### config.mk
export PLATFORM = sky130hd
export DESIGN_NAME = cpl_carrier_prog_lock_bank_ctrl
export DESIGN_NICKNAME = d
export VERILOG_FILES = /design/src/verilog/cpl_pkg.sv /design/src/verilog/cpl_carrier_prog_lock_bank_ctrl.sv
export SDC_FILE = /design/constraint.sdc
export NUM_CORES = 1
export LEC_CHECK = 0
export ABC_AREA = 1
export BUFFER_PORTS_ARGS = -buffer_cell sky130_fd_sc_hd__buf_2
export CELL_PAD_IN_SITES_DETAIL_PLACEMENT = 1
export CELL_PAD_IN_SITES_GLOBAL_PLACEMENT = 2
export CORE_UTILIZATION = 35
export CTS_CLUSTER_DIAMETER = 30
export DETAILED_ROUTE_END_ITERATION = 16
export MAX_ROUTING_LAYER = met4
export PLACE_DENSITY = 0.85
export SETUP_SLACK_MARGIN = 0.1
export SKIP_LAST_GASP = 1
export SLEW_MARGIN = 10
export SYNTH_ARGS = -nofsm -noshare
export SYNTH_HDL_FRONTEND = slang
export SYNTH_SLANG_ARGS = --single-unit
### constraint.sdc
create_clock -name sys_clk -period 7.27 [get_ports sys_clk]
set_input_delay 1.454 -clock sys_clk [delete_from_list [all_inputs] [get_ports sys_clk]]
set_output_delay 1.454 -clock sys_clk [all_outputs]
set_load 0.02 [all_outputs]
### src/verilog/cpl_pkg.sv
package cpl_pkg;
  // register offsets (12-bit byte addresses)
  localparam logic [11:0] WRITE_GUARD_OFS    = 12'h000;
  localparam logic [11:0] ACTIVE_BANK_OFS    = 12'h004;
  localparam logic [11:0] CORE_PARAM_OFS     = 12'h080;
  localparam logic [11:0] FREQ_A_OFS         = 12'h100;
  localparam logic [11:0] PHASE_A_OFS        = 12'h200;
  localparam logic [11:0] GAIN_A_OFS         = 12'h300;
  localparam logic [11:0] BANK_B_DELTA       = 12'h400;
  localparam logic [11:0] GROUP_SPAN         = 12'h100;
  // guard and bank register fields
  localparam int          KEY_LSB            = 16;
  localparam logic [15:0] LOCK_KEY           = 16'hc705;
  localparam logic [15:0] UNLOCK_KEY         = 16'h5e5a;
  localparam int          LOCK_BIT           = 0;
  localparam logic        LOCK_RESET         = 1'b0;
  localparam int          BANK_BIT           = 0;
  localparam logic        BANK_INIT          = 1'b0;
  // parameter report fields
  localparam int          IF_LSB             = 26;
  localparam int          BW_LSB             = 20;
  localparam int          STD_LSB            = 16;
  localparam int          TYPE_BIT           = 15;
  localparam int          GAIN_BIT           = 14;
  localparam int          PHASE_BIT          = 13;
  localparam int          FREQ_BIT           = 12;
  localparam logic [31:0] GAIN_RESET         = 32'h0001_0000;
  // fixed depth of the output-valid recovery pipe after a datapath reset
  localparam int          FLUSH_CYCLES       = 8;
endpackage

### src/verilog/cpl_carrier_prog_lock_bank_ctrl.sv
// Functional notes
// RULE1 - fixed frequencies: writes rejected with error
// RULE2 - fixed gain: writes rejected, else writable
// RULE3 - key bits 31:16 read zero; c705 locks
// RULE4 - key 5e5a unlocks
// RULE5 - lock flag bit 0; locked writes error
// RULE6 - guard always writable; bad keys ignored
// RULE7 - port reset clears lock
// RULE8 - bank bit 0 selects active bank
// RULE9 - active bank read-only, shadow freq/gain read/write, shadow phase read-only
// RULE10 - datapath uses active bank values only
// RULE11 - accepted bank write resets datapath
// RULE12 - valid low until fresh samples emerge
// RULE13 - bank reset keeps sample history
// RULE14 - port reset keeps bank choice
// RULE15 - frequency registers start at quantized frequency
// RULE16 - phase registers start at quantized phase
// RULE17 - host swaps banks only when idle
// RULE18 - report holds IF, standard, type
// RULE19 - report bits 25:20 hold bandwidth code
// RULE20 - report bit 14 shows gain option
// RULE21 - report bit 13 reads zero
// RULE22 - report bit 12 shows frequency option
// RULE23 - ready every access; error only on rejects
`timescale 1ns/1ns
`default_nettype none
module cpl_carrier_prog_lock_bank_ctrl #(
  parameter int          NUM_CARRIERS  = 4,
  parameter bit          PROG_FREQ     = 1'b1,
  parameter bit          PROG_GAIN     = 1'b1,
  parameter bit          CORE_IS_DOWN  = 1'b0,
  parameter logic [1:0]  IF_CODE       = 2'h0,
  parameter logic [3:0]  STD_CODE      = 4'h0,
  parameter logic [5:0]  BW_CODE       = 6'h05,
  parameter logic [31:0] FREQ_INIT     = 32'h0000_0000,
  parameter logic [31:0] PHASE_INIT    = 32'h0000_0000
) (
  input  wire logic                        sys_clk,            // system clock
  input  wire logic                        srst,               // datapath reset input
  input  wire logic                        prog_port_reset_n,  // programming port reset
  input  wire logic [11:0]                 paddr,              // apb address
  input  wire logic                        psel,               // apb select
  input  wire logic                        penable,            // apb enable
  input  wire logic                        pwrite,             // apb write
  input  wire logic [31:0]                 pwdata,             // apb write data
  output logic                             pready,             // apb ready
  output logic [31:0]                      prdata,             // apb read data
  output logic                             pslverr,            // apb slave error
  input  wire logic                        in_sample_valid,    // datapath input sample valid
  output logic                             out_stream_valid,   // datapath output valid
  output logic                             datapath_reset_n,   // datapath reset to filters etc.
  output logic [NUM_CARRIERS*32-1:0]       active_freq,        // active bank frequencies
  output logic [NUM_CARRIERS*32-1:0]       active_phase,       // active bank phase offsets
  output logic [NUM_CARRIERS*32-1:0]       active_gain         // active bank gains
);

  initial
  begin
    if (NUM_CARRIERS < 1 || NUM_CARRIERS > 30)
      $error("NUM_CARRIERS must be 1..30");
  end

  localparam int NC = NUM_CARRIERS;

  logic        lock_q;
  logic        bank_q;
  logic [31:0] freq_q  [2][NC];
  logic [31:0] phase_q [2][NC];
  logic [31:0] gain_q  [2][NC];
  logic [3:0]  flush_q;
  logic        dp_rst_q;
  logic        valid_q;
  logic        sync1_q;
  logic        sync2_q;

  // decode of a carrier group: returns carrier index, or -1 if no hit
  function automatic int grp_hit(input logic [11:0] a, input logic [11:0] base);
    logic [11:0] off;
    off = a - base;
    grp_hit = -1;
    if (a >= base && off < cpl_pkg::GROUP_SPAN && off[1:0] == 2'b00 && int'(off[11:2]) < NC)
      grp_hit = int'(off[11:2]);
  endfunction

  logic        acc;
  logic        wr;
  logic        hit_guard;
  logic        hit_bank;
  logic        hit_param;
  logic        wr_ok;
  logic        wr_err;
  logic [31:0] rd_d;
  logic [31:0] param_word;
  int          f_idx [2];
  int          p_idx [2];
  int          g_idx [2];

  assign acc       = psel && penable;
  assign wr        = acc && pwrite;
  assign hit_guard = paddr == cpl_pkg::WRITE_GUARD_OFS;
  assign hit_bank  = paddr == cpl_pkg::ACTIVE_BANK_OFS;
  assign hit_param = paddr == cpl_pkg::CORE_PARAM_OFS;

  always_comb
  begin
    for (int b = 0; b < 2; b++)
    begin
      f_idx[b] = grp_hit(paddr, cpl_pkg::FREQ_A_OFS + (b == 1 ? cpl_pkg::BANK_B_DELTA : 12'h000));
      p_idx[b] = grp_hit(paddr, cpl_pkg::PHASE_A_OFS + (b == 1 ? cpl_pkg::BANK_B_DELTA : 12'h000));
      g_idx[b] = grp_hit(paddr, cpl_pkg::GAIN_A_OFS + (b == 1 ? cpl_pkg::BANK_B_DELTA : 12'h000));
    end
  end

  // parameter report
  always_comb
  begin
    param_word = 32'h0000_0000;
    param_word[cpl_pkg::IF_LSB +: 2]  = IF_CODE;                       // RULE18
    param_word[cpl_pkg::BW_LSB +: 6]  = BW_CODE;                       // RULE19
    param_word[cpl_pkg::STD_LSB +: 4] = STD_CODE;                      // RULE18
    param_word[cpl_pkg::TYPE_BIT]     = CORE_IS_DOWN;                  // RULE18
    param_word[cpl_pkg::GAIN_BIT]     = PROG_GAIN;                     // RULE20
    param_word[cpl_pkg::PHASE_BIT]    = 1'b0;                          // RULE21
    param_word[cpl_pkg::FREQ_BIT]     = PROG_FREQ;                     // RULE22
  end

  // write permission: phase groups are read-only, unmapped writes err
  always_comb
  begin
    wr_ok = 1'b0;
    if (hit_guard)
      wr_ok = 1'b1;                                                    // RULE6
    else if (!lock_q)                                                  // RULE5
    begin
      if (hit_bank)
        wr_ok = 1'b1;
      for (int b = 0; b < 2; b++)
      begin
        if (logic'(b) != bank_q)                                       // RULE9
        begin
          if (f_idx[b] >= 0 && PROG_FREQ)                              // RULE1
            wr_ok = 1'b1;
          if (g_idx[b] >= 0 && PROG_GAIN)                              // RULE2
            wr_ok = 1'b1;
        end
      end
    end
  end

  assign wr_err = wr && !wr_ok;

  always_comb
  begin
    rd_d = 32'h0000_0000;
    if (hit_guard)
      rd_d[cpl_pkg::LOCK_BIT] = lock_q;                                // RULE3
    if (hit_bank)
      rd_d[cpl_pkg::BANK_BIT] = bank_q;
    if (hit_param)
      rd_d = param_word;
    for (int b = 0; b < 2; b++)
    begin
      if (f_idx[b] >= 0)
        rd_d = freq_q[b][f_idx[b]];
      if (p_idx[b] >= 0)
        rd_d = phase_q[b][p_idx[b]];
      if (g_idx[b] >= 0)
        rd_d = gain_q[b][g_idx[b]];
    end
  end

  // zero wait state slave
  assign pready  = 1'b1;                                               // RULE23
  assign pslverr = acc && wr_err;                                      // RULE23

  always_ff @(posedge sys_clk)
  begin
    if (!prog_port_reset_n)
      prdata <= 32'h0000_0000;
    else if (psel && !penable && !pwrite)
      prdata <= rd_d;
  end

  // lock flag
  always_ff @(posedge sys_clk)
  begin
    if (!prog_port_reset_n)
      lock_q <= cpl_pkg::LOCK_RESET;                                   // RULE7
    else if (wr && hit_guard)
    begin
      if (pwdata[cpl_pkg::KEY_LSB +: 16] == cpl_pkg::LOCK_KEY)
        lock_q <= 1'b1;                                                // RULE3
      else if (pwdata[cpl_pkg::KEY_LSB +: 16] == cpl_pkg::UNLOCK_KEY)
        lock_q <= 1'b0;                                                // RULE4
    end
  end

  // bank choice: not touched by the port reset
  always_ff @(posedge sys_clk)
  begin
    if (srst)
      bank_q <= cpl_pkg::BANK_INIT;
    else if (wr && hit_bank && wr_ok)
      bank_q <= pwdata[cpl_pkg::BANK_BIT];                             // RULE8 RULE14
  end

  // carrier banks: initial values, not cleared by the port reset
  always_ff @(posedge sys_clk)
  begin
    if (srst)
    begin
      for (int b = 0; b < 2; b++)
        for (int c = 0; c < NC; c++)
        begin
          freq_q[b][c]  <= FREQ_INIT;                                  // RULE15
          phase_q[b][c] <= PHASE_INIT;                                 // RULE16
          gain_q[b][c]  <= cpl_pkg::GAIN_RESET;
        end
    end
    else if (wr && wr_ok)
    begin
      for (int b = 0; b < 2; b++)
      begin
        if (f_idx[b] >= 0)
          freq_q[b][f_idx[b]] <= pwdata;
        if (g_idx[b] >= 0)
          gain_q[b][g_idx[b]] <= pwdata;
      end
    end
  end

  // active bank to datapath
  always_comb
  begin
    for (int c = 0; c < NC; c++)
    begin
      active_freq[c*32 +: 32]  = freq_q[bank_q][c];                    // RULE10
      active_phase[c*32 +: 32] = phase_q[bank_q][c];                   // RULE10
      active_gain[c*32 +: 32]  = gain_q[bank_q][c];                    // RULE10
    end
  end

  // internal datapath reset: one-cycle pulse after a bank write, held high while srst is high
  always_ff @(posedge sys_clk)
  begin
    if (srst)
      dp_rst_q <= 1'b1;
    else
      dp_rst_q <= wr && hit_bank && wr_ok;                             // RULE11
  end

  // history pipelines are not wired to this reset; only control state is
  assign datapath_reset_n = !dp_rst_q;                                 // RULE13

  always_ff @(posedge sys_clk)
  begin
    sync1_q <= in_sample_valid;
    sync2_q <= sync1_q;
  end

  // valid recovery: counts fresh input samples through the pipe
  always_ff @(posedge sys_clk)
  begin
    if (srst || dp_rst_q)
    begin
      flush_q <= 4'h0;                                                 // RULE12
      valid_q <= 1'b0;                                                 // RULE12
    end
    else if (sync2_q && !valid_q)
    begin
      if (flush_q == 4'(cpl_pkg::FLUSH_CYCLES - 1))
        valid_q <= 1'b1;
      flush_q <= flush_q + 4'h1;
    end
  end

  assign out_stream_valid = valid_q;

endmodule
`default_nettype wire

==> summary.md, run 1 <==
| Metric | Value |
|---|---|
| Result of the run | finished, final reports clean |
| Met2 wire length | approximately 64000 um |
| Total number of placement rows | about 110 |
| Vias in the first global route | ~27k |
| Drt drc | 0 |
| Post-synth top area cell | edfxtp_1 |
| WL met1 | 48330 um |
| Distinct cell type count of the synthesized netlist | 35 |
| Post-layout instance area | approximately 38000 um2 |
| Chip Height | a little under 300 um |
| Class of the worst hold path | flop to flop |
| CTS Buf Count | about 140 |
| Reg clk slew, reported paths | ~0.04 ns |
| Area Overhead vs Synth | 22.70% |
| Max Freq | 0.1899 GHz |
| Drt total wl | around 130000 um |
| Number of buffers inserted for hold repair after clock tree synthesis | 0 |
| Worst slack, placed | roughly 1.7 ns |
| Setup_tns | 0 ns |
| Cell breakdown of the critical path | buf_2, inv_1, ha_1, inv_1, nand2_1, nand2_4, nand3_1, nand4_1, nand3_2, nand2_1, nor2_1, buf_2 |
| Cell Count Post-Placement | between 4k and 5k |
| Area share of the leading cell type in the synthesized netlist | 0.5015 |
| Clock Sink Count | around 560 |
| Part of the Yosys area used for sequential elements | 0.5296 |
| Post-route insts no fill | 4954 |
| Ratio of final minimum period to clock period | 0.7244 |
| Worst VDD drop | ~0.00024 V |
| Sum of internal, switching and leakage power | about 11 mW |
| Post-Route Hold Slack | ~0.33 ns |
| Startpoint types | primary input |
| Leading cell types by total area after synthesis | edfxtp_1, nor2_1, nand2_1, nor3_2, a21oi_1 |
| Number of I/O pins | between 400 and 500 |
| Final min period | between 5 and 6 ns |
| Detailed-router iteration count before antenna repair | 7 |
| Die Footprint | ~89000 um2 |
| TritonCTS clock tree | done |
| Proportion of layout cells with a drive suffix above 1 | 0.2419 |
| Average instance area after synthesis | between 8 and 9 um2 |
| Cells after synthesis | approximately 3.4k |
| Clock insertion delay at the later pin of the skew report | roughly 0.74 ns |
| DRC violation total after the first TritonRoute iteration | ~2.3k |
| Mapped Area | 30660 um2 |
| Tightest Pin Transition | 1.208 ns |
| Total length of routed met3 wires | about 9000 um |
| Vias | ~27k |
| Antenna violations before repair | 5 |
| Util after Layout | 0.4336 |
| Final Worst Setup Slack | 2.003 ns |
| Syn. warnings | 0 |
| Number of nets in the layout | around 3.7k |
| Maximum fanout along the worst path | 36 |
| Placeable core region | a little under 90000 um2 |
| Buffers from clock root to sink, at most | 3 |
| Share of synthesized flip-flops with an asynchronous set or reset | 0 |
| Data required time of the worst path | between 5 and 6 ns |
| Effective utilization at floorplan | 0.3534 |
| Maximum number of pins on one net before global-route repair | about 190 |
| Hold Fails Final Rpt | 0 |
| Normalized max-slew margin | 0.1937 |
| CP Class | primary input to output pin |
| Count of final max-slew check failures | 0 |
| Most numerous cell in the Yosys netlist | nor2_1 |
| Setup violations, final | 0 |
| Largest incremental delay on the critical path | roughly 0.43 ns |
| Gr ovfl total | 0 |
| Critical register-to-register path startpoint | bank_q |
| Family with the most delay on the worst path | simple AND/OR/NAND/NOR gates |
| Post-cts repair resize count | 0 |
| Endpoint type of the worst setup path | output pin |
| Die X | approximately 300 um |
| Via density per instance | 5.372 |
| Total of buffers placed on input and output ports | about 340 |
| Dpl hpwl | roughly 84000 um |
| Number of fill cells | approximately 10k |
| Origin of the worst min-delay path | sync1_q |
| H-tree levels | 4 |
| Synth top cells by count | nor2_1, edfxtp_1, nand2_1 |
| Tot GR Track Use | 0.2937 |
| Number of buffers added for setup after CTS | 0 |
| GP Congestion | 0.9125 |
| Crit. Startpoint | paddr[9] |
| Detail Route Antenna Nets | 0 |
| RSZ-0062 raised after global routing | no |
| Signal arrival time at the worst endpoint | approximately 3.8 ns |
| Cell with the biggest individual delay on the critical path | nand3_1 |
| Reported leakage power | approximately 15 nW |
| Final worst clock skew | approximately 0.024 ns |
| Reported max-cap violation count | 0 |
| Commonest register cell after synthesis | edfxtp_1 |
| Global-route wire length before repair | ~180000 um |
| Cell area power density | approximately 280 nW/um2 |
| Buf/Inv on CP | 4 |
| WL per Instance | ~26 um |
| EDFF count, synth | between 500 and 600 |
| Top sig layer | met4 |
| CTS root buffer | clkbuf_16 |
| Placed standard-cell area | approximately 33000 um2 |
| Yosys reg bits | ~560 |
## placed cells by master (no fill, tap or decap), types with 4 or more instances in the layout
cell | Yosys | routed
clkinvlp_4 | 0 | 11
nand2_1 | 469 | 464
o22ai_1 | 32 | 32
o211ai_1 | 7 | 7
buf_2 | 11 | 340
o21ai_0 | 136 | 128
clkbuf_1 | 217 | 19
or2_2 | 32 | 32
inv_16 | 0 | 4
nand4_1 | 125 | 125
edfxtp_1 | 512 | 512
bufinv_16 | 0 | 16
clkinv_1 | 17 | 38
nor4_1 | 6 | 6
nor3_1 | 105 | 104
conb_1 | 2 | 129
inv_1 | 286 | 284
buf_4 | 130 | 62
clkbuf_16 | 0 | 141
nor3_2 | 160 | 161
dfxtp_1 | 43 | 42
clkinv_2 | 0 | 27
buf_12 | 0 | 5
mux2_2 | 67 | 67
inv_2 | 3 | 4
nor2_4 | 2 | 6
clkinv_16 | 0 | 5
nor2_1 | 539 | 533
ha_1 | 14 | 14
o21ai_4 | 0 | 8
clkinv_4 | 0 | 6
diode_2 | 0 | 4
nand3_1 | 178 | 178
nor2_2 | 2 | 4
a21oi_1 | 254 | 254
## area by class of cell
cell class,count,area (um2),area share
sequential,555,16240,0.4317
multi-input combinational,2271,11770,0.3129
clock buffer,160,3600,0.09570
timing repair buffer,407,2267,0.06027
tap,1155,1445,0.03842
inverter,306,1152,0.03063
clock inverter,96,1134,0.03014
antenna,4,10.01,0.0002661
## per-layer routing
metal  vias to the layer above  GRT usage
met5                         -          -
met3                       292    0.04346
met4                         0     0.1684
met1                     13236     0.3398
met2                      1211     0.4862
li1                      11873          -
## state kept, by name (all words and copies together), names as in the netlist, named ones only
signal / count
flush_q: 4
freq_q: 256
lock_q: 1
bank_q: 1
sync2_q: 1
out_stream_valid: 1
prdata: 32
sync1_q: 1
gain_q: 256
dp_rst_q: 1
## path summary, 6_finish.rpt
path                                 endpoint  slack, ns  cells after the start
worst max register to register  freq_q[1][99]       4.34                      8
worst min-delay path                  sync2_q       0.33                      0
worst min register to register        sync2_q       0.33                      0
worst max-delay path                  pslverr       2.00                     12
## power breakdown
part | switching [mW] | total [mW] | internal [mW]
sequential | 0.0577 | 3.65 | 3.59
combinational | 0.594 | 0.740 | 0.146
clock | 2.07 | 6.21 | 4.14
## cell families after synthesis
kind of cell / count (synthesis) / share of synthesized area
other cells: 2 / 0.0002450
flops: 555 / 0.5296
mux: 67 / 0.02461
buf+inv: 709 / 0.1076
simple gates: 1625 / 0.2584
fa+ha+maj: 14 / 0.005714
compound gates: 436 / 0.07391
No activity file was read; power rests on OpenSTA's default activity.
==> run 2: changes to the inputs <==
- ABC_AREA: 1 -> 0
- CORE_UTILIZATION: 35 -> 38
- clock period: 7.27 -> 5.3 ns (I/O delays scaled with it)
==> summary.md, run 2 <==
| Metric | Value |
|---|---|
| Result of the run | finished, final reports clean |
| Register area | between 15000 and 20000 um2 |
| Area Overhead vs Synth | 22.23% |
| Proportion of layout cells with a drive suffix above 1 | 0.3485 |
| Endpoint type of the worst setup path | output pin |
| H-tree levels | 4 |
| CTS root buffer | clkbuf_16 |
| Clock insertion delay at the later pin of the skew report | around 0.72 ns |
| Register-to-register path setup slack | around 3.0 ns |
| Die Footprint | 79640 um2 |
| Worst-case reg-to-reg path depth | 5 |
| Syn. warnings | 0 |
| Total number of placement rows | ~100 |
| Capturing instance or port of the critical path | pslverr |
| Cells after synthesis | between 2k and 2.5k |
| Post-cts repair resize count | 0 |
| Sequential cell fraction of total power | 0.356 |
| Number of buffers inserted for hold repair after clock tree synthesis | 0 |
| Worst VDD drop | around 0.00034 V |
| Maximum number of pins on one net before global-route repair | 73 |
| Startpoint types | primary input |
| Number of buffers added for setup after CTS | 0 |
| Tightest Pin Transition | 1.106 ns |
| Net Switching | approximately 3.6 mW |
| Ratio of final minimum period to clock period | 0.8834 |
| Vias in the first global route | around 23k |
| Post-synth top area cell | edfxtp_1 |
| Antenna violations before repair | 6 |
| EDFF count, synth | around 510 |
| Switching Fraction | 0.2491 |
| Crit. Startpoint | paddr[9] |
| Mapped Area | 29830 um2 |
| Buffers from clock root to sink, at most | 3 |
| Vias | roughly 23k |
| TritonCTS clock tree | done |
| Part of the total power dissipated in combinational logic | 0.085 |
| Final min period | between 4 and 5 ns |
| Normalized max-slew margin | 0.2624 |
| Count of final max-slew check failures | 0 |
| DRC violation total after the first TritonRoute iteration | 2274 |
| Die X | roughly 280 um |
| Setup violations, final | 0 |
| Share of synthesized flip-flops with an asynchronous set or reset | 0 |
| Reported max-cap violation count | 0 |
| Area used by multi-input combinational logic | approximately 12000 um2 |
| Most common cell after layout, fill and taps aside | edfxtp_1 |
| Average instance area after synthesis | 12.07 um2 |
| Critical register-to-register path startpoint | bank_q |
| CP Class | primary input to output pin |
| Number of fill cells | just over 8k |
| Signal arrival time at the worst endpoint | approximately 3.6 ns |
| Drt total wl | about 120000 um |
| CTS Buf Count | 132 |
| Clock share of power | 0.559 |
| Util after Layout | 0.4700 |
| Detail Route Antenna Nets | 0 |
| Number of nets in the layout | ~2.8k |
| RSZ-0062 raised after global routing | no |
| Reg2Reg Capture Point | gain_q[0][62] |
| Part of the Yosys area used for sequential elements | 0.5442 |
| Class of the worst hold path | flop to flop |
| Reported leakage power | 12.43 nW |
| Hold Fails Final Rpt | 0 |
| Detailed-router iteration count before antenna repair | 5 |
| Sum of internal, switching and leakage power | approximately 14 mW |
| Tot GR Track Use | 0.2998 |
| GP Congestion | roughly 0.92 |
| Synth top cells by count | edfxtp_1, nor2_1, nor3_1 |
| Post-route insts no fill | between 3k and 4k |
| Yosys reg bits | 555 |
| Max Freq | between 0.2 and 0.25 GHz |
| Number of I/O pins | ~470 |
| Cell area power density | slightly below 400 nW/um2 |
| Global-route wire length before repair | 166000 um |
| Area share of the leading cell type in the synthesized netlist | 0.5153 |
| WL per Instance | about 30 um |
| Total of buffers placed on input and output ports | around 340 |
| Gr ovfl total | 0 |
| Clock Sink Count | roughly 560 |
| Drt drc | 0 |
| Reg clk slew, reported paths | ~0.04 ns |
| Via density per instance | around 5.9 |
| Final worst clock skew | approximately 0.014 ns |
| Setup_tns | 0 ns |
| Registers with the highest flip-flop counts | freq_q x256, gain_q x256, prdata x32 |
| Internal cell power | between 10 and 15 mW |
| Maximum fanout along the worst path | 17 |
| Effective utilization at floorplan | 0.3845 |
| Data required time of the worst path | roughly 4.2 ns |
| Dpl hpwl | 77020 um |
| Most numerous cell in the Yosys netlist | edfxtp_1 |
| Commonest register cell after synthesis | edfxtp_1 |
| Distinct cell type count of the synthesized netlist | 60 |
| Cell Count Post-Placement | approximately 3.7k |
| Chip Height | 282.2 um |
| Placeable core region | 77590 um2 |
| Most used cells in the layout excluding fill and tap cells | edfxtp_1, buf_2, nor2_1 |
| Leading cell types by total area after synthesis | edfxtp_1, mux2_2, mux4_2, nor3_1, nor2_1 |
-- run 2: worst min path at each step --
stage	start	endpoint	slack, ns	depth (start not counted)
6_report	sync1_q	sync2_q	0.32	0
5_1_grt	sync1_q	sync2_q	0.34	0
4_1_cts	sync1_q	sync2_q	0.32	0
3_5_place_dp	sync1_q	sync2_q	0.31	0
3_3_place_gp	sync1_q	sync2_q	0.32	0
2_1_floorplan	sync1_q	sync2_q	0.31	0
-- run 2: power by group through the flow --
stage | Combinational, mW | Sequential, mW | Clock [mW]
3_3_place_gp | 1.20 | 5.17 | 0
2_1_floorplan | 0.796 | 5.14 | 0
3_5_place_dp | 1.21 | 5.19 | 0
5_1_grt | 1.26 | 5.14 | 8.32
4_1_cts | 1.22 | 5.12 | 8.11
6_report | 1.22 | 5.12 | 8.04
-- run 2: routing by layer --
metal / GRT usage / vias up / part of all wire
li1: - / 9625 / -
met1: 0.3567 / 11741 / 0.37
met2: 0.4926 / 1276 / 0.50
met3: 0.05542 / 234 / 0.078
met4: 0.1397 / 0 / 0.048
met5: - / - / 0
-- run 2: cells by family after synthesis --
group | count (synthesis) | share of synthesized area
buffers and inverters | 392 | 0.07486
DFF | 555 | 0.5442
muxes | 387 | 0.1829
other | 2 | 0.0002517
and+or+nand+nor | 936 | 0.1441
AOI/OAI and AO/OA | 180 | 0.04605
adders and majority gates | 14 | 0.005871
xor gates and xnor gates | 6 | 0.001762
-- run 2: layout make-up --
cell class	instances	area share
Antenna cell	4	0.0002745
Clock buffer	160	0.09604
Clock inverter	78	0.02587
Inverter	8	0.0008235
Multi-Input combinational cell	1652	0.3289
Sequential cell	555	0.4453
Tap cell	1040	0.03568
Timing Repair Buffer	411	0.06704
-- run 2: stage by stage --
step | hold slack (ns) | cell area [um2] | worst slack, ns
floorplan | 0.3096 | 30310 | 0.2091
global placement | 0.3186 | 32010 | 0.7449
detailed placement | 0.3136 | 32010 | 0.6682
CTS | 0.3225 | 36460 | 0.6691
global route | 0.3428 | 36470 | 0.4844
finish | 0.3217 | 36470 | 0.6182
-- run 2: worst max-delay path: stages --
cell	delay [ns]
buf_2	0.17
inv_1	0.25
ha_1	0.20
or3b_2	0.47
or2_1	0.29
or4_1	0.50
nand2_1	0.10
buf_4	0.22
a21oi_1	0.15
buf_2	0.21
==> run 3: changes to the inputs <==
- CORE_UTILIZATION: 38 -> 41
- PLACE_DENSITY: 0.85 -> 0.9
- clock period: 5.3 -> 5.8 ns (I/O delays scaled with it)
==> summary.md, run 3 (same netlist as run 2, synthesis figures left out) <==
| Metric | Value |
|---|---|
| Clock Sink Count | between 500 and 600 |
| DRC violation total after the first TritonRoute iteration | 2388 |
| Reported leakage power | approximately 12 nW |
| CTS Buf Count | around 130 |
| Most used cells in the layout excluding fill and tap cells | edfxtp_1, buf_2, nor2_1 |
| Sequential cell fraction of total power | 0.363 |
| Dpl hpwl | around 73000 um |
| Buffers from clock root to sink, at most | 3 |
| Antenna violations before repair | 7 |
| Worst VDD drop | between 0.0002 and 0.00025 V |
| Reported max-cap violation count | 0 |
| Die Footprint | ~74000 um2 |
| Tot GR Track Use | 0.3186 |
| Registers with the highest flip-flop counts | freq_q x256, gain_q x256, prdata x32 |
| Cell area power density | roughly 360 nW/um2 |
| Number of buffers inserted for hold repair after clock tree synthesis | 0 |
| Maximum number of pins on one net before global-route repair | roughly 130 |
| Class of the worst hold path | flop to flop |
| Total of buffers placed on input and output ports | around 340 |
| Maximum fanout along the worst path | 17 |
| Result of the run | finished, final reports clean |
| Buf/Inv on CP | 3 |
| TritonCTS clock tree | done |
| Number of nets in the layout | ~2.8k |
| Worst slack, placed | around 0.75 ns |
| Part of the total power dissipated in combinational logic | 0.085 |
| Detail Route Antenna Nets | 0 |
| Proportion of layout cells with a drive suffix above 1 | 0.3445 |
| Clock share of power | 0.552 |
| Post-cts repair resize count | 0 |
| Family with the most delay on the worst path | compound AO/OA/AOI/OAI gates |
| Post-Route Hold Slack | about 0.33 ns |
| H-tree levels | 4 |
| Final Worst Setup Slack | 0.5773 ns |
| Final worst clock skew | roughly 0.023 ns |
| Register area | 16240 um2 |
| Largest incremental delay on the critical path | between 0.5 and 0.6 ns |
| CTS root buffer | clkbuf_16 |
| Vias | 22.89k |
| Die X | between 200 and 300 um |
| Detailed-router iteration count before antenna repair | 6 |
| Total number of placement rows | 98 |
| Most common cell after layout, fill and taps aside | edfxtp_1 |
| Endpoint type of the worst setup path | output pin |
| Setup_tns | 0 ns |
| CP Class | primary input to output pin |
| Number of I/O pins | around 470 |
| Via density per instance | 6.016 |
| Normalized max-slew margin | 0.2073 |
| Vias in the first global route | approximately 24k |
| Gr ovfl total | 0 |
| WL per Instance | just over 30 um |
| Internal cell power | around 9.6 mW |
| RSZ-0062 raised after global routing | no |
| Final min period | ~5.2 ns |
| Effective utilization at floorplan | 0.4159 |
| Setup violations, final | 0 |
| Count of final max-slew check failures | 0 |
| Reg clk slew, reported paths | 0.04 ns |
| Max Freq | 0.1915 GHz |
| Cell seen most often among critical-path stages | buf_2 |
| Hold Fails Final Rpt | 0 |
| Ratio of final minimum period to clock period | 0.9005 |
| Signal arrival time at the worst endpoint | between 4 and 5 ns |
| Cell breakdown of the critical path | buf_2, inv_1, ha_1, a21boi_0, xor2_1, or3_1, a22o_1, nand2_1, a21oi_1, buf_2 |
| Tightest Pin Transition | 1.189 ns |
| Clock insertion delay at the later pin of the skew report | 0.72 ns |
| Drt drc | 0 |
| Startpoint types | primary input |
| Placeable core region | about 72000 um2 |
| Chip Height | 271.8 um |
| Data required time of the worst path | between 4 and 5 ns |
| Area Overhead vs Synth | 20.48% |
| Drt total wl | ~120000 um |
| Switching Fraction | 0.2533 |
| Number of fill cells | 7469 |
| GP Congestion | around 1.0 |
| Global-route wire length before repair | 165500 um |
| Area used by multi-input combinational logic | between 10000 and 15000 um2 |
| Number of buffers added for setup after CTS | 0 |
| Cell with the biggest individual delay on the critical path | a21oi_1 |
| Net Switching | 3.262 mW |
[run 3: cell count changes in the layout (fill, tap and decap cells not counted), moves of 2 or more]
cell	delta
buf_12	-9
bufinv_16	-8
buf_4	-7
clkinv_8	-7
clkbuf_16	+5
clkinv_2	+5
clkinv_1	+4
diode_2	+3
inv_6	+3
clkbuf_1	-2
clkinv_4	+2
clkinvlp_4	-2
[run 3: worst register-to-register path: cells and delay by family (launching register included)]
| kind | cells | cell delay [ns] |
|---|---|---|
| AOI/OAI and AO/OA | 1 | 0.16 |
| buffers and inverters | 1 | 0.66 |
| DFF | 1 | 0.38 |
| and+or+nand+nor | 3 | 1.07 |
[run 3: area by class of cell]
type,instances,area share
inverter,8,0.0008354
antenna,7,0.0004873
tap,950,0.03307
clock inverter,74,0.01747
clock buffer,164,0.1011
timing repair buffer,395,0.06154
sequential,555,0.4518
multi-input combinational,1652,0.3337
[run 3: routing by layer]
layer	wire length, um	GRT usage	vias to the layer above
met5	0	-	-
met4	6641	0.1842	0
met3	10020	0.06617	296
met2	57110	0.5156	1287
met1	41700	0.3666	11687
li1	-	-	9620
[run 3: power groups by stage]
stage | Clock, mW | Combinational, mW | Sequential (mW)
6_report | 7.10 | 1.10 | 4.68
3_5_place_dp | 0 | 1.08 | 4.74
2_1_floorplan | 0 | 0.727 | 4.69
5_1_grt | 7.33 | 1.13 | 4.70
3_3_place_gp | 0 | 1.07 | 4.72
4_1_cts | 7.14 | 1.09 | 4.68
[run 3: path summary, 6_finish.rpt]
path              startpoint       endpoint  slack [ns]  cells after the start
setup / recovery   paddr[10]        pslverr        0.58                     10
hold / removal       sync1_q        sync2_q        0.33                      0
setup reg to reg      bank_q  gain_q[0][24]        3.23                      5
hold reg to reg      sync1_q        sync2_q        0.33                      0
[run 3: stage by stage]
| stage | instance area [um2] | power [mW] | utilization | std cells |
|---|---|---|---|---|
| 2_1_floorplan | 30310 | 5.420 | - | 2599 |
| 3_3_place_gp | 31670 | 5.788 | 0.4415 | 3560 |
| 3_5_place_dp | 31670 | 5.819 | 0.4415 | 3560 |
| 4_1_cts | 35930 | 12.90 | 0.5009 | 3798 |
| 5_1_grt | 35940 | 13.15 | 0.5011 | 3804 |
| 6_report | 35950 | 12.88 | 0.5011 | 3805 |
